`config.mk`:
```
export PLATFORM = sky130hd
export DESIGN_NAME = conv_ctrl_regs
export DESIGN_NICKNAME = d
export VERILOG_FILES = /design/src/shared/conv_regs_pkg.sv /design/src/rtl/conv_ctrl_regs.sv /design/src/rtl/conv_setpoint_decode.sv
export SDC_FILE = /design/constraint.sdc
export NUM_CORES = 1
export LEC_CHECK = 0
export BUFFER_PORTS_ARGS = -buffer_cell sky130_fd_sc_hd__buf_2
export CAP_MARGIN = 5
export CORE_UTILIZATION = 35
export DETAILED_ROUTE_END_ITERATION = 8
export HOLD_SLACK_MARGIN = 0.02
export PLACE_DENSITY = 0.5
export SYNTH_ARGS = -nofsm -noshare
export SYNTH_HDL_FRONTEND = slang
export SYNTH_SLANG_ARGS = --single-unit
```
`constraint.sdc`:
```
create_clock -name ref_clk -period 5.35 [get_ports ref_clk]
set_clock_uncertainty 0.05 [all_clocks]
set_input_delay 0.2675 -clock ref_clk [delete_from_list [all_inputs] [get_ports ref_clk]]
set_output_delay 0.2675 -clock ref_clk [all_outputs]
set_load 0.01 [all_outputs]
```
`src/shared/conv_regs_pkg.sv`:
```
// Register map, field layout, reset values and decode constants for the converter control registers.
// Assumes an 8-bit register port driven by the serial interface front end on the same clock.
package conv_regs_pkg;
  // Register offsets
  localparam logic [7:0] conv_a_limit_slew_addr   = 8'h03;
  localparam logic [7:0] conv_b_mode_enable_addr  = 8'h04;
  localparam logic [7:0] conv_b_limit_slew_addr   = 8'h05;
  localparam logic [7:0] conv_a_voltage_code_addr = 8'h06;
  // Field positions
  localparam int ramp_lsb       = 0;
  localparam int limit_lsb      = 3;
  localparam int on_bit         = 0;
  localparam int pin_gating_bit = 1;
  localparam int discharge_bit  = 2;
  localparam int forced_pwm_bit = 3;
  // Writable masks; reserved bits are held at zero
  localparam logic [7:0] limit_slew_mask  = 8'h3F;
  localparam logic [7:0] mode_enable_mask = 8'h0F;
  // Reset values; only the discharge enable is defined as one
  localparam logic [7:0] limit_slew_rst   = 8'h00;
  localparam logic [7:0] mode_enable_rst  = 8'h04;
  localparam logic [7:0] voltage_code_rst = 8'h00;
  // Code ranges
  localparam logic [2:0] limit_max_code = 3'h3;
  localparam logic [2:0] ramp_min_code  = 3'h2;
  localparam logic [7:0] vcode_first    = 8'h14;
  localparam logic [7:0] vcode_fine_lo  = 8'h18;
  localparam logic [7:0] vcode_coarse   = 8'h9E;
  // Output levels in millivolts at each segment start, and step sizes
  localparam logic [11:0] mv_base_a  = 12'h2BC; // 700 mV
  localparam logic [11:0] mv_base_b  = 12'h2DF; // 735 mV
  localparam logic [11:0] mv_base_c  = 12'h58C; // 1420 mV
  localparam logic [4:0]  mv_step_a  = 5'h0A;
  localparam logic [4:0]  mv_step_b  = 5'h05;
  localparam logic [4:0]  mv_step_c  = 5'h14;
endpackage

```
`src/rtl/conv_ctrl_regs.sv`:
```
// Control registers of both step-down converters: limits, ramp rates, mode, enable and voltage code.
// Assumes a single-cycle register port from the serial interface on ref_clk, and an external enable pin.
//
// What this block does
// [RULE_01] Limit codes 0-3 select 1.5 to 3.0 A
// [RULE_02] Limit changes apply while converter runs
// [RULE_03] Ramp codes 2-7 select 10 to 0.47 mV/us
// [RULE_04] Second converter ramp uses same encoding
// [RULE_05] Mode bit selects auto or forced PWM
// [RULE_06] Discharge only when disabled and enabled bit
// [RULE_07] Pin gating ANDs enable bit with pin
// [RULE_08] Enable bit turns second converter on
// [RULE_09] Voltage codes below 0x14 are undefined
// [RULE_10] Codes 0x14-0x17 step 10 mV from 0.7 V
// [RULE_11] Codes 0x18-0x9D step 5 mV from 0.735 V
// [RULE_12] Codes 0x9E-0xFF step 20 mV from 1.42 V
// [RULE_13] Host avoids reserved codes and bits
`timescale 1ns/100ps
module conv_ctrl_regs (
  input  wire logic        ref_clk,              // 10 MHz clock
  input  wire logic        nrst,                 // Async reset, active low
  input  wire logic        reg_wr,               // Register write strobe
  input  wire logic        reg_rd,               // Register read strobe
  input  wire logic [7:0]  reg_addr,             // Register address
  input  wire logic [7:0]  reg_wdata,            // Write data
  output logic      [7:0]  reg_rdata,            // Read data, registered
  output logic             reg_rvalid,           // Read data valid pulse
  input  wire logic        en_pin,               // External enable pin, asynchronous
  output logic      [3:0]  conv_a_current_limit, // One-hot limit select
  output logic      [5:0]  conv_a_ramp_rate,     // One-hot ramp select
  output logic      [3:0]  conv_b_current_limit, // One-hot limit select
  output logic      [5:0]  conv_b_ramp_rate,     // One-hot ramp select
  output logic             conv_a_codes_ok,      // Limit and ramp codes defined
  output logic             conv_b_codes_ok,      // Limit and ramp codes defined
  output logic             conv_b_forced_pwm,    // Forced PWM mode
  output logic             conv_b_run,           // Converter running
  output logic             conv_b_discharge,     // Discharge resistor connected
  output logic      [11:0] conv_a_target_mv,     // Target output in mV
  output logic             conv_a_vcode_ok       // Voltage code defined
);
  logic [7:0] a_limit_slew_q;
  logic [7:0] b_mode_enable_q;
  logic [7:0] b_limit_slew_q;
  logic [7:0] a_vcode_q;
  logic [1:0] pin_sync_q;
  logic       run_q;
  logic       run_d;
  logic [7:0] rdata_d;
  logic [3:0] a_lim;
  logic [5:0] a_ramp;
  logic [3:0] b_lim;
  logic [5:0] b_ramp;
  logic       a_ok;
  logic       b_ok;

  // Address match helper, shared by write and read paths
  function automatic logic hit(input logic [7:0] addr, input logic [7:0] reg_off);
    hit = (addr == reg_off);
  endfunction

  // Code to millivolt mapping over the three segments
  function automatic logic [11:0] code_to_mv(input logic [7:0] code);
    logic [7:0] off;
    off = 8'h00;
    code_to_mv = 12'h000;
    if (code >= conv_regs_pkg::vcode_coarse) begin
      off = code - conv_regs_pkg::vcode_coarse;
      code_to_mv = conv_regs_pkg::mv_base_c + 12'(off) * 12'(conv_regs_pkg::mv_step_c);
    end else if (code >= conv_regs_pkg::vcode_fine_lo) begin
      off = code - conv_regs_pkg::vcode_fine_lo;
      code_to_mv = conv_regs_pkg::mv_base_b + 12'(off) * 12'(conv_regs_pkg::mv_step_b);
    end else if (code >= conv_regs_pkg::vcode_first) begin
      off = code - conv_regs_pkg::vcode_first;
      code_to_mv = conv_regs_pkg::mv_base_a + 12'(off) * 12'(conv_regs_pkg::mv_step_a);
    end
  endfunction

  // [RULE_02] Live limit writes
  // Writes land at any time; no enable interlock, so the new limit applies next cycle
  always_ff @(posedge ref_clk or negedge nrst) begin
    if (!nrst) begin
      a_limit_slew_q <= conv_regs_pkg::limit_slew_rst;
      b_limit_slew_q <= conv_regs_pkg::limit_slew_rst;
    end else if (reg_wr) begin
      if (hit(reg_addr, conv_regs_pkg::conv_a_limit_slew_addr)) begin
        a_limit_slew_q <= reg_wdata & conv_regs_pkg::limit_slew_mask;
      end
      if (hit(reg_addr, conv_regs_pkg::conv_b_limit_slew_addr)) begin
        b_limit_slew_q <= reg_wdata & conv_regs_pkg::limit_slew_mask;
      end
    end
  end

  // Mode and enable register; reserved high nibble stays zero
  always_ff @(posedge ref_clk or negedge nrst) begin
    if (!nrst) begin
      b_mode_enable_q <= conv_regs_pkg::mode_enable_rst;
    end else if (reg_wr && hit(reg_addr, conv_regs_pkg::conv_b_mode_enable_addr)) begin
      b_mode_enable_q <= reg_wdata & conv_regs_pkg::mode_enable_mask;
    end
  end

  // Voltage code register, all eight bits writable
  always_ff @(posedge ref_clk or negedge nrst) begin
    if (!nrst) begin
      a_vcode_q <= conv_regs_pkg::voltage_code_rst;
    end else if (reg_wr && hit(reg_addr, conv_regs_pkg::conv_a_voltage_code_addr)) begin
      a_vcode_q <= reg_wdata;
    end
  end

  // Read mux; unmapped addresses read zero
  always_comb begin
    rdata_d = 8'h00;
    if (hit(reg_addr, conv_regs_pkg::conv_a_limit_slew_addr)) begin
      rdata_d = a_limit_slew_q;
    end else if (hit(reg_addr, conv_regs_pkg::conv_b_mode_enable_addr)) begin
      rdata_d = b_mode_enable_q;
    end else if (hit(reg_addr, conv_regs_pkg::conv_b_limit_slew_addr)) begin
      rdata_d = b_limit_slew_q;
    end else if (hit(reg_addr, conv_regs_pkg::conv_a_voltage_code_addr)) begin
      rdata_d = a_vcode_q;
    end
  end

  // Read data is held until the next read
  always_ff @(posedge ref_clk or negedge nrst) begin
    if (!nrst) begin
      reg_rdata  <= 8'h00;
      reg_rvalid <= 1'b0;
    end else begin
      reg_rvalid <= reg_rd;
      if (reg_rd) begin
        reg_rdata <= rdata_d;
      end
    end
  end

  // Pin synchroniser; the pin is asynchronous to ref_clk
  always_ff @(posedge ref_clk or negedge nrst) begin
    if (!nrst) begin
      pin_sync_q <= 2'b00;
    end else begin
      pin_sync_q <= {pin_sync_q[0], en_pin};
    end
  end

  // [RULE_07] Pin gating of enable
  // [RULE_08] Enable bit control
  always_comb begin
    run_d = b_mode_enable_q[conv_regs_pkg::on_bit];
    if (b_mode_enable_q[conv_regs_pkg::pin_gating_bit]) begin
      run_d = run_d & pin_sync_q[1];
    end
  end

  always_ff @(posedge ref_clk or negedge nrst) begin
    if (!nrst) begin
      run_q <= 1'b0;
    end else begin
      run_q <= run_d;
    end
  end

  // Setpoint decode for converter A
  conv_setpoint_decode u_dec_a (
    .limit_code (a_limit_slew_q[conv_regs_pkg::limit_lsb +: 3]),
    .ramp_code  (a_limit_slew_q[conv_regs_pkg::ramp_lsb +: 3]),
    .limit_sel  (a_lim),
    .ramp_sel   (a_ramp),
    .code_ok    (a_ok)
  );

  // [RULE_04] Same ramp encoding for B
  conv_setpoint_decode u_dec_b (
    .limit_code (b_limit_slew_q[conv_regs_pkg::limit_lsb +: 3]),
    .ramp_code  (b_limit_slew_q[conv_regs_pkg::ramp_lsb +: 3]),
    .limit_sel  (b_lim),
    .ramp_sel   (b_ramp),
    .code_ok    (b_ok)
  );

  // Decoded controls are registered so the analog side sees clean levels
  always_ff @(posedge ref_clk or negedge nrst) begin
    if (!nrst) begin
      conv_a_current_limit <= 4'h0;
      conv_a_ramp_rate     <= 6'h00;
      conv_b_current_limit <= 4'h0;
      conv_b_ramp_rate     <= 6'h00;
      conv_a_codes_ok      <= 1'b0;
      conv_b_codes_ok      <= 1'b0;
    end else begin
      conv_a_current_limit <= a_lim;
      conv_a_ramp_rate     <= a_ramp;
      conv_b_current_limit <= b_lim;
      conv_b_ramp_rate     <= b_ramp;
      conv_a_codes_ok      <= a_ok;
      conv_b_codes_ok      <= b_ok;
    end
  end

  // [RULE_05] Forced PWM select
  // [RULE_06] Discharge when disabled
  always_ff @(posedge ref_clk or negedge nrst) begin
    if (!nrst) begin
      conv_b_forced_pwm <= 1'b0;
      conv_b_run        <= 1'b0;
      conv_b_discharge  <= 1'b0;
    end else begin
      conv_b_forced_pwm <= b_mode_enable_q[conv_regs_pkg::forced_pwm_bit];
      conv_b_run        <= run_q;
      conv_b_discharge  <= ~run_q & b_mode_enable_q[conv_regs_pkg::discharge_bit];
    end
  end

  // [RULE_09] Undefined low codes
  // [RULE_10] 10 mV segment
  // [RULE_11] 5 mV segment
  // [RULE_12] 20 mV segment
  // Reserved codes give 0 mV and a low flag rather than a guessed level
  always_ff @(posedge ref_clk or negedge nrst) begin
    if (!nrst) begin
      conv_a_target_mv <= 12'h000;
      conv_a_vcode_ok  <= 1'b0;
    end else begin
      conv_a_target_mv <= code_to_mv(a_vcode_q);
      conv_a_vcode_ok  <= (a_vcode_q >= conv_regs_pkg::vcode_first);
    end
  end
endmodule // conv_ctrl_regs

```
`src/rtl/conv_setpoint_decode.sv`:
```
// Decodes one converter's limit and ramp codes into one-hot selects and a validity flag.
// Assumes the codes come from registers on the same clock; purely combinational.
`timescale 1ns/100ps
module conv_setpoint_decode (
  input  wire logic [2:0] limit_code,  // Current limit code
  input  wire logic [2:0] ramp_code,   // Ramp rate code
  output logic      [3:0] limit_sel,   // One-hot 1.5/2.0/2.5/3.0 A
  output logic      [5:0] ramp_sel,    // One-hot 10..0.47 mV/us
  output logic            code_ok      // Both codes defined
);
  // [RULE_01] Limit code decode
  always_comb begin
    limit_sel = 4'h0;
    if (limit_code <= conv_regs_pkg::limit_max_code) begin
      limit_sel[limit_code[1:0]] = 1'b1;
    end
  end
  // [RULE_03] Ramp code decode
  always_comb begin
    ramp_sel = 6'h00;
    if (ramp_code >= conv_regs_pkg::ramp_min_code) begin
      ramp_sel[3'(ramp_code - conv_regs_pkg::ramp_min_code)] = 1'b1;
    end
  end
  // Reserved codes leave every select low, so the flag follows them
  assign code_ok = (|limit_sel) & (|ramp_sel);
endmodule // conv_setpoint_decode

```
==> Word level (Yosys, flattened, before mapping) <==
Index checks and enable logic that the tools add are counted.
{ "classes": {"n_addsub": 8, "multipliers": 3, "n_div": 0, "magnitude_cmp": 15, "n_eq_ne": 4, "n_shift": 0, "n_mux": 20, "bitwise": 5, "reduce_logical": 12} }
{ "ops": {"columns": ["operator", "count"], "rows": [
  ["$mux 12", 3],
  ["$mux 8", 4],
  ["$eq 8x3->1 const B", 3],
  ["$mul 8x3->11 const B", 2],
  ["$ge 8x5->1 const B", 2],
  ["$sub 8x5->8 const B", 2],
  ["$add 10x11->12 const A", 1],
  ["$add 10x12->12 const A", 1],
  ["$add 11x12->12 const A", 1],
  ["$mux 6", 2],
  ["$reduce_or 6->1", 2],
  ["$mul 8x3->10 const B", 1],
  ["$eq 8x2->1 const B", 1],
  ["$ge 8x8->1 const B", 1],
  ["$lt 3x4->1 const B", 2],
  ["$mux 4", 2],
  ["$reduce_or 4->1", 2],
  ["$sub 8x8->8 const B", 1],
  ["$demux 1 s3", 2],
  ["$ge 3x1->1 const B", 2],
  ["$ge 3x2->1 const B", 2],
  ["$le 3x2->1 const B", 2],
  ["$logic_and 1x1->1", 6],
  ["$lt 2x3->1 const B", 2],
  ["other kinds (7)", 18]
]} }
{ "totals": {"register_bits": 74, "latchBits": 0, "ramBits": 0, "mem_bits_ro": 0, "wordCells": 86, "mem_count": 0} }

==> Logic depth before layout (Yosys ltp) <==
{ "logic_depth": {"ltp_word": 8, "ltp_mapped": 15, "depth_no_buf": 14} }

==> Hierarchy <==
From an unflattened synthesis, not the netlist that was laid out.
{ "hier_totals": {"cells_unflattened": 446, "hier_area_um2": 4748.3} }
{ "modules_own_cells": {"columns": ["mod", "n_inst", "cells_each", "area_each_um2"], "rows": [
  ["conv_ctrl_regs", 1, 424, 4565.6],
  ["conv_setpoint_decode", 2, 11, 91.3]
]} }

==> Least setup slack after synthesis <==
No wires, ideal clock.
{ "synth_timing": {"path_kind": "register to register", "startpoint": "register a_vcode_q[3]", "endpoint": "register conv_a_target_mv[11]", "arrival_ps": 3218, "t_required_ps": 5169, "path_slack_ps": 1951, "path_stages_with_launch": 16, "path_buffers": 1, "synth_period_minus_slack_ps": 3399, "path_cell_list": "dfrtp_1 > clkbuf_1 > inv_1 > ha_1 > a21oi_1 > and2_1 > xnor2_1 > inv_2 > ha_1 > ha_1 > o211ai_1 > a21oi_1 > a311oi_1 > mux2i_1 > a211oi_1 > or3_1"} }
{ "synth_via": {"elab_chain_cells": 6, "elab_cells_between_ends": 15, "classes_between": "add/sub (6); mul (3); order compare (3); mux (3)"} }
{ "synth_rtl": {"columns": ["element", "line", "rtl"], "rows": [
  ["start, declared", "conv_ctrl_regs.sv:44", "logic [7:0] a_vcode_q;"],
  ["start signal, assigned", "conv_ctrl_regs.sv:106", "a_vcode_q <= conv_regs_pkg::voltage_code_rst;"],
  ["start signal, assigned", "conv_ctrl_regs.sv:108", "a_vcode_q <= reg_wdata;"],
  ["$sub 8x5->8", "conv_ctrl_regs.sv:73", "off = code - conv_regs_pkg::vcode_first;"],
  ["$mul 8x3->11", "conv_ctrl_regs.sv:74", "code_to_mv = conv_regs_pkg::mv_base_a + 12'(off) * 12'(conv_regs_pkg::mv_step_a);"],
  ["$add 10x12->12", "conv_ctrl_regs.sv:74", null],
  ["$mux 12", "conv_ctrl_regs.sv:72", "end else if (code >= conv_regs_pkg::vcode_first) begin"],
  ["$mux 12", "conv_ctrl_regs.sv:69", "end else if (code >= conv_regs_pkg::vcode_fine_lo) begin"],
  ["$mux 12 (*)", "conv_ctrl_regs.sv:66", "if (code >= conv_regs_pkg::vcode_coarse) begin"],
  ["end signal, assigned", "conv_ctrl_regs.sv:226", "conv_a_target_mv <= code_to_mv(a_vcode_q);"],
  ["end, declared", "conv_ctrl_regs.sv:38", "output logic [11:0] conv_a_target_mv,"]
]} }
Every way passes the cells marked *; elsewhere a longest branch is shown, timed or not.
A chain may end at the register's enable or synchronous reset.

==> Worst setup path in the final report <==
Same ends and word-level chain as after synthesis.

==> impl_metrics.toml <==
[critical_path]
worstPathCellList = "inv_1 > ha_1 > a21oi_1 > and2_1 > xnor2_1 > inv_2 > ha_1 > ha_1 > o211ai_1 > a21oi_1 > a311oi_1 > mux2i_1 > a211oi_1 > or3_1"
crit_family = "adder cells"
cp-start-kind = "flop"
critPathMaxStageDelay_ps = 630
critPathKind = "flop to flop"
path_buf_inv = 2
r2r-end = "conv_a_target_mv[11]"
crit_arrival_ps = 4070
cp_slowest_cell = "dfrtp_1"
ff2ff_path_depth = 14
required_ps = 5520
cp_max_fo = 11
cp-end-kind = "flop"
r2r_setup_slack_ps = 1450
crit_top_cell = "ha_1"
r2r-start = "a_vcode_q[3]"

[drt]
vias = 3617
detail_route.wirelength_um = 11320
post_drt_wl_per_cell_um = 15.89
drt-vias-per-instance = 5.080
drc_errors = 0
ant_nets = 0
drtIter0Drc = 147
firstDrtPassIters = 4

[floorplan]
coreArea_um2 = 13300
dieHeight_um = 119.0
placementRows = 42
initial_core_util_pct = 36.04
die_w_um = 119.0
pin_count = 68
fp.dieArea_um2 = 14160

[timing]
setup_viol = 0
maxSlewHeadroom_pct = 36.89
rsz0062_at_grt = "no"
fmaxAchievable_mhz = 256.4
hold_viol_final = 0
finalMaxSlewViolations = 0
worstMarginPinSlew_ps = 946.7
period_minus_slack_ps = 3900
fin_crit_sh_pct = 72.90
setup_tns_ps = 0

[global_route]
grt_pass1_wl_um = 18460
grt_pass1_vias = 3581
track_usage_pct = 16.95
grt_max_degree = 75
grt_antenna_before_repair = 0
grt-ovfl-total = 0

[logic_synthesis]
yosysUniqueCellTypes = 61
ys_ff_latch = 74
seq_area_frac_synth_pct = 38.67
netlist_area_um2 = 4792
synth_ff_type = "dfrtp_1"
synth_edf_count = 0
async_flop_share_pct = 100.0
ys_warn_count = 0
syn-instance-count = 469
avgSynthCellArea_um2 = 10.22
synth.net_count = 544

[hold_path]
min_path_type = "input pin to asynchronous set/reset pin"

[pwr]
p_leak_nw = 2.827
power.density_nw_per_um2 = 323.3
vdd_ir_drop_max_mv = 0.1476

[clock_tree]
cts_inserted_buffers = 9
root_buffer = "clkbuf_16"
worstSkewPairLatency_ps = 340
cts_sinks = 74
htree_levels = 3
cts_setup_buffers = 0
cts_tree = "yes"
ctsHoldBuffers = 1
clockBufferDepth = 2
path_clk_slew_ps = 60
cts_resized = 0

[flow_run]
max_cap_viol_count = 0

[final_layout]
final_cell_mix = "dfrtp_1 (73), buf_2 (66), ha_1 (47)"
final_common_cell = "dfrtp_1"
nets = 608
fin_util_pct = 42.27
drive_above_1_share_pct = 22.95
area_delta_synth_final_pct = 17.28
diodes = 0
fin_cells = 712

[place]
dpl.cell_count = 697
place_congestion = 0.8183
numPortBuffers = 67
hpwl_um = 8546

[status]
status = "finished, final reports clean"
==> flip-flops by register name, summed over array words and instances, names as in the netlist, 6 cells and up <==
signal,count
conv_a_ramp_rate,6
reg_rdata,8
conv_a_target_mv,12
a_vcode_q,8
a_limit_slew_q,6
conv_b_ramp_rate,6
b_limit_slew_q,6
==> metal layers <==
metal / vias up / global-route usage, % / routed length (um)
met5: - / 0 / 0
met4: 0 / 5.854 / 162
met3: 12 / 3.640 / 481
met2: 82 / 25.58 / 5019
met1: 1740 / 23.86 / 5651
li1: 1783 / - / -
==> per-stage QoR <==
step / hold WS, ps / area [um^2] / power (mW) / worst slack, ps
final: 10.70 / 5620 / 1.817 / 1450
after global placement: 285.9 / 5295 / 1.164 / 1523
after detailed placement: 284.7 / 5295 / 1.172 / 1445
after floorplan: -78.09 / 4792 / 1.026 / 1951
after global routing: 104.2 / 5620 / 1.924 / 1096
after CTS: 60.84 / 5620 / 1.838 / 1427
==> cell families after synthesis <==
family	after synthesis	share of synthesized area (%)
AOI/OAI and AO/OA	104	15.07
DFF	74	38.67
xor gates and xnor gates	41	7.494
muxes	27	6.266
buffers and inverters	47	3.838
and+or+nand+nor	122	13.47
adders and majority gates	54	15.20
==> synth_stat cells, types with 4 or more instances <==
cell / n / share of area (%)
fa_1: 7 / 2.9
mux2_2: 24 / 5.6
nor2b_1: 7 / 0.91
inv_1: 30 / 2.3
a21o_1: 9 / 1.4
dfrtp_1: 73 / 38
nor3_1: 7 / 0.73
nor3b_1: 10 / 1.6
o21ai_0: 19 / 2.0
and3_1: 5 / 0.65
xnor2_1: 21 / 3.8
nand3_1: 6 / 0.63
a21oi_1: 23 / 2.4
and2_1: 4 / 0.52
nand2_1: 26 / 2.0
clkbuf_1: 11 / 0.86
o22ai_1: 9 / 1.2
a211oi_1: 5 / 0.78
xor2_1: 20 / 3.7
nor2_1: 34 / 2.7
and3b_1: 6 / 1.1
ha_1: 47 / 12
o21a_1: 6 / 0.94
==> power by group <==
group / switching, mW / internal, mW / total [mW]
registers: 0.0277 / 0.593 / 0.620
clock network: 0.239 / 0.417 / 0.656
logic: 0.309 / 0.231 / 0.541
==> cell type report <==
cell class / instances / area, um^2
clock inverters: 4 / 76.32
multi-input cells: 348 / 2760
fillers: 1304 / 7675
inverters: 31 / 116.4
clock buffers: 10 / 239.0
well taps: 176 / 220.2
flip-flops and latches: 74 / 1853
repair buffers: 69 / 355.3
==> worst max path at each step <==
stage	start	cells after the start	to
2_1_floorplan	a_vcode_q[3]	15	conv_a_target_mv[11]
3_3_place_gp	a_vcode_q[3]	14	conv_a_target_mv[11]
3_5_place_dp	a_vcode_q[3]	14	conv_a_target_mv[11]
4_1_cts	a_vcode_q[3]	14	conv_a_target_mv[11]
5_1_grt	a_vcode_q[3]	14	conv_a_target_mv[11]
6_report	a_vcode_q[3]	14	conv_a_target_mv[11]
(Power assumes the default switching activity.)
